===== src/core/acp_map.vh =====
// register offsets, fields, reset values and counts of the sample packetiser
`ifndef ACP_MAP_VH
`define ACP_MAP_VH

`define ACP_OFS_INPUT0 6'h00
`define ACP_OFS_INPUT7 6'h1c
`define ACP_OFS_GENERAL 6'h20
`define ACP_NUM_INPUTS 8

`define ACP_IN_DEST_HI 31
`define ACP_IN_DEST_LO 8
`define ACP_IN_EN_BIT 0

`define ACP_GC_DROP_BIT 24
`define ACP_GC_WIDTH_HI 17
`define ACP_GC_WIDTH_LO 16
`define ACP_GC_SPP_HI 15
`define ACP_GC_SPP_LO 8
`define ACP_GC_CAL_BIT 1
`define ACP_GC_EN_BIT 0

`define ACP_RST_DEST 24'h000000
`define ACP_RST_IN_EN 1'b0
`define ACP_RST_DROP 1'b1
`define ACP_RST_WIDTH 2'h1
`define ACP_RST_SPP 8'h01
`define ACP_RST_CAL 1'b0
`define ACP_RST_EN 1'b0

`define ACP_WIDTH_8 2'h0
`define ACP_WIDTH_16 2'h1
`define ACP_WIDTH_RSVD 2'h2
`define ACP_WIDTH_32 2'h3

`define ACP_WARMUP_PULSES 3'h6

`endif


===== src/core/acp_top.v =====
// converter control and sample packetiser with register port
//
// Chosen here: strobed register access.
`timescale 1ns/10ps
`default_nettype none
`include "acp_map.vh"
module acp_top (
  input wire clk,
  input wire srst,
  input wire [5:0] reg_addr,
  input wire [31:0] reg_wdata,
  input wire reg_wr,
  input wire reg_rd,
  output reg [31:0] reg_rdata,
  input wire trig_pin,
  output reg conv_enable,
  output reg conv_ref_sel,
  output reg conv_cal_pulse,
  output reg conv_start,
  output reg [2:0] conv_chan,
  input wire conv_done,
  input wire [11:0] conv_data,
  output wire pkt_valid,
  input wire pkt_ready,
  output reg [7:0] pkt_data,
  output wire pkt_eop,
  output reg [23:0] pkt_dest
);
  localparam ST_IDLE = 3'h0;
  localparam ST_SCAN = 3'h1;
  localparam ST_CONV = 3'h2;
  localparam ST_SEND = 3'h3;
  localparam ST_EOP = 3'h4;
  localparam ST_CLOSE = 3'h5;

  reg [23:0] dest_reg [0:7];
  reg [7:0] in_en_reg;
  reg drop_reg;
  reg [1:0] width_reg;
  reg [7:0] spp_reg;
  reg cal_reg;
  reg [2:0] warm_reg;
  reg [7:0] open_reg;
  reg [7:0] cnt_reg [0:7];
  reg close_pend_reg;
  reg close_mode_reg;
  reg [2:0] state_reg;
  reg [2:0] idx_reg;
  reg [31:0] shift_reg;
  reg [2:0] left_reg;
  wire trig_pulse;
  wire [31:0] fmt_word;
  wire [2:0] fmt_bytes;
  wire [3:0] sel_word;
  wire sel_input;
  wire sel_general;
  wire acc_mapped;
  wire warm_done;
  wire drop_event;
  wire [7:0] cnt_inc;
  integer i;
  integer j;

  acp_trig_sync u_sync (
    .clk(clk),
    .srst(srst),
    .trig_pin(trig_pin),
    .trig_pulse(trig_pulse)
  );

  acp_format u_fmt (
    .raw(conv_data),
    .width(width_reg),
    .word(fmt_word),
    .nbytes(fmt_bytes)
  );

  assign sel_word = reg_addr[5:2];
  assign sel_input = (reg_addr[1:0] == 2'h0) && (reg_addr <= `ACP_OFS_INPUT7);
  assign sel_general = (reg_addr == `ACP_OFS_GENERAL);
  assign acc_mapped = (reg_wr | reg_rd) & (sel_input | sel_general);
  assign warm_done = (warm_reg == `ACP_WARMUP_PULSES);
  assign drop_event = trig_pulse & conv_enable & warm_done & (state_reg != ST_IDLE);
  assign cnt_inc = cnt_reg[idx_reg] + 8'h01;

  assign pkt_valid = (state_reg == ST_SEND) || (state_reg == ST_EOP);
  assign pkt_eop = (state_reg == ST_EOP);

  // register writes
  always @(posedge clk) begin
    if (srst) begin
      for (i = 0; i < `ACP_NUM_INPUTS; i = i + 1) begin
        dest_reg[i] <= `ACP_RST_DEST;
      end
      in_en_reg <= {8{`ACP_RST_IN_EN}};
      width_reg <= `ACP_RST_WIDTH;
      spp_reg <= `ACP_RST_SPP;
      cal_reg <= `ACP_RST_CAL;
      conv_enable <= `ACP_RST_EN;
    end else if (reg_wr) begin
      if (sel_input && !conv_enable) begin
        dest_reg[sel_word[2:0]] <= reg_wdata[`ACP_IN_DEST_HI:`ACP_IN_DEST_LO];
        in_en_reg[sel_word[2:0]] <= reg_wdata[`ACP_IN_EN_BIT];
      end
      if (sel_general) begin
        width_reg <= reg_wdata[`ACP_GC_WIDTH_HI:`ACP_GC_WIDTH_LO];
        spp_reg <= reg_wdata[`ACP_GC_SPP_HI:`ACP_GC_SPP_LO];
        cal_reg <= reg_wdata[`ACP_GC_CAL_BIT];
        conv_enable <= reg_wdata[`ACP_GC_EN_BIT];
      end
    end
  end

  always @(posedge clk) begin
    if (srst) begin
      conv_ref_sel <= `ACP_RST_CAL;
    end else begin
      conv_ref_sel <= cal_reg;
    end
  end

  // register reads, one cycle later
  always @(posedge clk) begin
    if (srst) begin
      reg_rdata <= 32'h00000000;
    end else begin
      reg_rdata <= 32'h00000000;
      if (reg_rd && sel_input) begin
        reg_rdata <= {dest_reg[sel_word[2:0]], 7'h00, in_en_reg[sel_word[2:0]]};
      end else if (reg_rd && sel_general) begin
        reg_rdata <= {7'h00, drop_reg, 6'h00, width_reg, spp_reg, 6'h00, cal_reg,
                      conv_enable};
      end
    end
  end

  // sticky drop flag, set beats read clear
  always @(posedge clk) begin
    if (srst) begin
      drop_reg <= `ACP_RST_DROP;
    end else if (drop_event) begin
      drop_reg <= 1'b1;
    end else if (reg_rd && sel_general) begin
      drop_reg <= 1'b0;
    end
  end

  always @(posedge clk) begin
    if (srst) begin
      warm_reg <= 3'h0;
      conv_cal_pulse <= 1'b0;
    end else begin
      conv_cal_pulse <= 1'b0;
      if (!conv_enable) begin
        warm_reg <= 3'h0;
      end else if (trig_pulse && !warm_done) begin
        warm_reg <= warm_reg + 3'h1;
        conv_cal_pulse <= 1'b1;
      end
    end
  end

  // any access to a mapped register closes open packets
  always @(posedge clk) begin
    if (srst) begin
      close_pend_reg <= 1'b0;
    end else if (acc_mapped) begin
      close_pend_reg <= 1'b1;
    end else if (state_reg == ST_IDLE && !(trig_pulse && conv_enable && warm_done)) begin
      close_pend_reg <= 1'b0;
    end
  end

  // sequencer: scan inputs, convert, send bytes, end packets
  always @(posedge clk) begin
    if (srst) begin
      state_reg <= ST_IDLE;
      idx_reg <= 3'h0;
      shift_reg <= 32'h00000000;
      left_reg <= 3'h0;
      open_reg <= 8'h00;
      close_mode_reg <= 1'b0;
      conv_start <= 1'b0;
      conv_chan <= 3'h0;
      pkt_data <= 8'h00;
      pkt_dest <= 24'h000000;
      for (j = 0; j < `ACP_NUM_INPUTS; j = j + 1) begin
        cnt_reg[j] <= 8'h00;
      end
    end else begin
      conv_start <= 1'b0;
      case (state_reg)
        ST_IDLE: begin
          idx_reg <= 3'h0;
          // deliver once calibration pulses are done
          if (trig_pulse && conv_enable && warm_done) begin
            state_reg <= ST_SCAN;
          end else if (close_pend_reg && (open_reg != 8'h00)) begin
            close_mode_reg <= 1'b1;
            state_reg <= ST_CLOSE;
          end
        end
        ST_SCAN: begin
          if (in_en_reg[idx_reg]) begin
            conv_start <= 1'b1;
            conv_chan <= idx_reg;
            pkt_dest <= dest_reg[idx_reg];
            state_reg <= ST_CONV;
          end else if (idx_reg == 3'h7) begin
            state_reg <= ST_IDLE;
          end else begin
            idx_reg <= idx_reg + 3'h1;
          end
        end
        ST_CONV: begin
          if (conv_done) begin
            shift_reg <= {fmt_word[23:0], 8'h00};
            pkt_data <= fmt_word[31:24];
            left_reg <= fmt_bytes;
            state_reg <= ST_SEND;
          end
        end
        ST_SEND: begin
          if (pkt_ready) begin
            pkt_data <= shift_reg[31:24];
            shift_reg <= {shift_reg[23:0], 8'h00};
            left_reg <= left_reg - 3'h1;
            if (left_reg == 3'h1) begin
              if ((spp_reg != 8'h00) && (cnt_inc == spp_reg)) begin
                cnt_reg[idx_reg] <= 8'h00;
                state_reg <= ST_EOP;
              end else begin
                cnt_reg[idx_reg] <= cnt_inc;
                open_reg[idx_reg] <= 1'b1;
                state_reg <= (idx_reg == 3'h7) ? ST_IDLE : ST_SCAN;
                idx_reg <= idx_reg + 3'h1;
              end
            end
          end
        end
        ST_EOP: begin
          if (pkt_ready) begin
            open_reg[idx_reg] <= 1'b0;
            cnt_reg[idx_reg] <= 8'h00;
            idx_reg <= idx_reg + 3'h1;
            if (idx_reg == 3'h7) begin
              close_mode_reg <= 1'b0;
              state_reg <= ST_IDLE;
            end else begin
              state_reg <= close_mode_reg ? ST_CLOSE : ST_SCAN;
            end
          end
        end
        ST_CLOSE: begin
          if (open_reg[idx_reg]) begin
            pkt_dest <= dest_reg[idx_reg];
            state_reg <= ST_EOP;
          end else if (idx_reg == 3'h7) begin
            close_mode_reg <= 1'b0;
            state_reg <= ST_IDLE;
          end else begin
            idx_reg <= idx_reg + 3'h1;
          end
        end
        default: begin
          state_reg <= ST_IDLE;
        end
      endcase
    end
  end
endmodule
`default_nettype wire


===== src/core/acp_trig_sync.v =====
// three-stage synchroniser and rising-edge detector for the trigger pin
`timescale 1ns/10ps
`default_nettype none
module acp_trig_sync (
  input wire clk,
  input wire srst,
  input wire trig_pin,
  output reg trig_pulse
);
  reg meta_reg;
  reg sync2_reg;
  reg sync3_reg;
  reg level_reg;

  always @(posedge clk) begin
    if (srst) begin
      meta_reg <= 1'b0;
      sync2_reg <= 1'b0;
      sync3_reg <= 1'b0;
      level_reg <= 1'b0;
      trig_pulse <= 1'b0;
    end else begin
      meta_reg <= trig_pin;
      sync2_reg <= meta_reg;
      sync3_reg <= sync2_reg;
      trig_pulse <= 1'b0;
      // accept a change only once the two settled stages agree
      if (sync2_reg == sync3_reg) begin
        level_reg <= sync3_reg;
        trig_pulse <= sync3_reg & ~level_reg;
      end
    end
  end
endmodule
`default_nettype wire


===== src/core/acp_format.v =====
// left-aligned sample formatter: raw 12-bit value to byte-serial word
`timescale 1ns/10ps
`default_nettype none
`include "acp_map.vh"
module acp_format (
  input wire [11:0] raw,
  input wire [1:0] width,
  output reg [31:0] word,
  output reg [2:0] nbytes
);
  always @* begin
    word = 32'h00000000;
    nbytes = 3'h2;
    case (width)
      `ACP_WIDTH_8: begin
        word = {raw[11:4], 24'h000000};
        nbytes = 3'h1;
      end
      `ACP_WIDTH_32: begin
        word = {raw, 20'h00000};
        nbytes = 3'h4;
      end
      default: begin
        word = {raw, 4'h0, 16'h0000};
        nbytes = 3'h2;
      end
    endcase
  end
endmodule
`default_nettype wire


===== config.mk =====
export PLATFORM = sky130hd
export DESIGN_NAME = acp_top
export DESIGN_NICKNAME = d
export VERILOG_FILES = /design/src/core/acp_top.v /design/src/core/acp_trig_sync.v /design/src/core/acp_format.v
export VERILOG_INCLUDE_DIRS = /design/src /design/src/core
export SDC_FILE = /design/constraint.sdc
export NUM_CORES = 1
export LEC_CHECK = 0
export BUFFER_PORTS_ARGS = -buffer_cell sky130_fd_sc_hd__buf_2
export CAP_MARGIN = 10
export CORE_ASPECT_RATIO = 2
export CORE_MARGIN = 3
export CORE_UTILIZATION = 60
export CTS_CLUSTER_SIZE = 16
export DETAILED_ROUTE_END_ITERATION = 8
export PLACE_DENSITY = 0.76
export SETUP_SLACK_MARGIN = 0.1
export SYNTH_ARGS = -nofsm -noshare
export SYNTH_HDL_FRONTEND = slang
export SYNTH_SLANG_ARGS = --single-unit

===== constraint.sdc =====
create_clock -name clk -period 4.7 [get_ports clk]
set_input_delay 0.235 -clock clk [delete_from_list [all_inputs] [get_ports clk]]
set_output_delay 0.235 -clock clk [all_outputs]
set_load 0.05 [all_outputs]

Yosys cells after proc, flatten, opt, wreduce, memory -nomap -nowiden
Memory sizes are Yosys's and may differ from the RTL's. A register that Yosys moved wholly into a read port is not among the register bits. Cells that the tools add are included.

Flip-flop bits (word level): 150. Bits in writable memories: 256. Word-level logic and storage cells: 223. Memories kept: 2.

Memory list: dest_reg (words 8, bits a word 24, rd ports 2, clocked after memory_dff 1, write ports 8, line acp_top.v:36) `reg [23:0] dest_reg [0:7];`; cnt_reg (words 8, bits a word 8, rd ports 1, clocked after memory_dff 1, write ports 8, line acp_top.v:44) `reg [7:0] cnt_reg [0:7];`.

Add/subtract/negate cells: 4. $lt $le $gt $ge: 5. Equal/unequal tests: 24. Muxes and demuxes: 98. Bitwise logic cells: 17. Reduce and logical (&&, ||, !) cells: 45.

Operator list (number): $mux W24 (4); $mux W32 (3); $mux W3 (27); $mux W8 (9); $pmux W32 S2 (1); $pmux W24 S2 (1); $mux W1 (39); $pmux W8 S2 (2); $mux W25 (1); $reduce_or A24 Y1 (1); $ne A2 B2 Y1 const B (9); $pmux W3 S6 (1); $reduce_bool A8 Y1 (2); $pmux W3 S5 (1); $reduce_and A5 Y1 (3); $eq A3 B3 Y1 const B (4); $logic_and A1 B1 Y1 (12); $pmux W3 S2 (2); $reduce_or A2 Y1 (5); $bmux W1 S3 (3); $add A8 B1 Y8 const B (1); $and A8 B8 Y8 (1); $bwmux W8 (1); $eq A8 B8 Y1 (1); 31 further kinds (59).

Logic depth before layout (Yosys ltp)
Word-level depth: 13. Gate-level depth with buffers: 13. Depth with buffers taken out: 12.

Modules after synthesis
From an unflattened synthesis, not the netlist that was laid out.

Cell total of the unflattened synthesis: 1587. Area total of the unflattened synthesis: 19219.7 µm².

By module, submodules not included: acp_top (times used 1, cells each 1538, area each 18799.3 µm², sequential area each 10369.9 µm²); acp_format (times used 1, cells each 37, area each 271.5 µm², sequential area each 0.0 µm²); acp_trig_sync (times used 1, cells each 12, area each 148.9 µm², sequential area each 100.1 µm²).

Worst setup path before layout
Ideal clock, no wire load.

Path type: register to register. From: register with a tool-made name. To: memory cnt_reg[6][0] (data pin). Data arrival time: 3.013 ns. Data required time: 4.437 ns. Setup slack: 1.424 ns. Cell stages (with the launch flop): 14. Buffers on the path: 1. Period minus slack after synthesis: 3.276 ns. Cells stage by stage: dfxtp_1 buf_2 mux4_1 mux2i_1 inv_1 ha_1 xor2_1 a211oi_1 mux2_2 nand3_1 mux2i_1 o2111ai_1 nand2_1 nor2_1.

RTL lines (line): to (decl) (acp_top.v:44).

==> impl_metrics.csv <==
group,metric,value,unit
clock_network,clock_latency,0.53,ns
sta,fin_ws,0.912,ns
global_routing,grt_pass1_wl,74.0,mm
finish,area_growth,12.4,%
critical_path,path_class,"flop to flop",
critical_path,cp_max_fo,13,
pwr,power_density,396,nW/um^2
route,wl_met2,27.2,mm
route,drtIter0Drc,1155,
die,pin_count,130,
clock_network,cts.sinks,375,
route,wl,48.9,mm
finish,final_common_cell,"edfxtp_1",
sta,rsz0062_at_grt,"false",
clock_network,cts_buffers,35,
critical_path,reg2reg_slack,0.91,ns
finish,final_cell_mix,"256 x edfxtp_1, 196 x and2_1, 147 x nor2_1",
route,routed.top_layer,"met4",
global_routing,grt_overflow,0,
logic_synthesis,seq_area_frac_synth,0.555,
die,die_h,252,um
finish,fin_util,0.688,
logic_synthesis,syn_avg_cell_area,12.3,um^2
sta,tns,0,ns
placed_design,numPortBuffers,117,
logic_synthesis,yosysUniqueCellTypes,73,
route,m1WireLength,15.6,mm
route,antenna_left,0,
placed_design,place_ws,0.875,ns
sta,period_share,0.806,
clock_network,htreeDepth,2,
pwr,peakVddDrop,0.343,mV
route,wl_met3,3.22,mm
sta,setup-violations-final,0,
critical_path,required,4.97,ns
sta,period_minus_slack,3.79,ns
min_path,hold_class,"primary input to flop",
sta,tightest_slew,1.13,ns
clock_network,path_clk_slew,0.07,ns
finish,layout-drive-gt1-share,0.207,
critical_path,endpoint_kind,"flop",
logic_synthesis,syn_area,18100,um^2
clock_network,clk_path_buf_depth,3,
sta,relSlewSlack,0.240,
logic_synthesis,async_flop_share,0,
critical_path,worstSetupStartpointType,"flop",
run,maxCapViolations,0,
logic_synthesis,syn_inst,1477,
logic_synthesis,synth-main-ff-cell,"edfxtp_1",
die,rows,89,
critical_path,arrival,4.06,ns
pwr,p_leak,0.00756,uW
clock_network,post_cts_resized,0,
logic_synthesis,yosysWarnings,0,
route,drc_errors,0,
logic_synthesis,synth-edff-count,256,
sta,slew_viol_final,0,
sta,finClkSkew,0.0157,ns
global_routing,grt_max_degree,58,
clock_network,cts-root-buf,"clkbuf_16",
status,outcome,"completed",
sta,finalHoldViolations,0,
logic_synthesis,yosys_register_bits,375,
die,initial_core_util,0.613,
sta,fmax,264,MHz
global_routing,antenna_found_initial,5,
finish,largest_reg_flops,192,
route,routed_via_density,6.39,
route,wl_per_cell,24.7,um
clock_network,cts_tree,"yes",
die,die-area,32500,um^2
clock_network,postCtsSetupBuffers,0,
route,vias,12600,
placed_design,place_hpwl,32.4,mm
route,dr.pass1.iters,5,
global_routing,grt_pass1_vias,13100,
die,coreArea,29600,um^2
global_routing,grt_use_total,0.303,
finish,nets,1647,
die,die_w,129,um
placed_design,gp_congestion,0.922,
## synthesized netlist by cell type (25+ instances only)
library cell	count	area share
nor2_1	147	0.030
and2_1	196	0.068
nand3_1	27	0.0074
o21ai_0	40	0.011
nand2_1	133	0.028
clkbuf_1	71	0.015
edfxtp_1	256	0.42
a21oi_1	40	0.011
inv_1	25	0.0052
mux2i_1	62	0.034
dfxtp_1	119	0.13
mux4_2	95	0.12
## through the flow
step | total power, uW | hold slack (ns) | area [um^2] | cells
finish | 8070 | 0.0204 | 20400 | 1975
global route | 8330 | 0.0307 | 20400 | 1975
CTS | 8090 | 0.00157 | 20400 | 1970
detailed placement | 5180 | 0.439 | 19100 | 1893
global placement | 5140 | 0.421 | 19100 | 1893
floorplan | 4820 | 0.359 | 18200 | 1482
## critical path: stages, from the launching register on
cell       delay (ns)
dfxtp_4          0.48
mux4_1           0.59
mux2i_1          0.29
inv_1            0.11
ha_1             0.33
xor2_1           0.16
a211oi_1         0.20
mux2_2           0.21
nand3_1          0.08
mux2i_1          0.19
o2111ai_1        0.39
nand2_1          0.41
nor2_1           0.08
## what timing repair did
action / CTS / global route
hold buffers: 14 / 0
setup endpoints to repair: 0 / 0
endpoints found under the hold margin: 14 / 0
## layout make-up
class,instances,area (um^2)
sequential,375,10100
fill,2164,9230
timing repair buffer,166,993
antenna,5,12.5
clock buffer,45,966
clock inverter,18,210
multi-input combinational,973,7570
tap,364,455
inverter,29,111
## path summary, 6_finish.rpt
| kind | from | endpoint | cells past startpoint |
|---|---|---|---|
| max reg2reg | flop | cnt_reg[0][4] | 12 |
| max | flop | cnt_reg[0][4] | 12 |
| min reg2reg | pkt_data[2] | pkt_data[2] | 2 |
| min | reg_wdata[15] | spp_reg[7] | 3 |
## routing by layer
layer / global-route usage / vias up
met2: 0.557 / 592
li1: - / 5644
met1: 0.325 / 6215
met3: 0.0367 / 171
met5: 0 / -
met4: 0.178 / 0
## cells by family after synthesis
family | Yosys count | share of synthesized area
fa+ha+maj | 10 | 0.00689
flops | 375 | 0.555
xor+xnor | 15 | 0.00882
buf+inv | 134 | 0.0320
other cells | 1 | 0.000207
simple gates | 574 | 0.159
compound gates | 195 | 0.0725
mux | 173 | 0.165
## where the power goes
group          total, uW  leakage, uW  internal (uW)  switching [uW]
logic               1310      0.00354            534             781
clock network       2940     0.000572           1690            1250
registers           3810      0.00345           3670             144
total               8070      0.00756           5890            2180
Power figures use the tool's default switching activity.
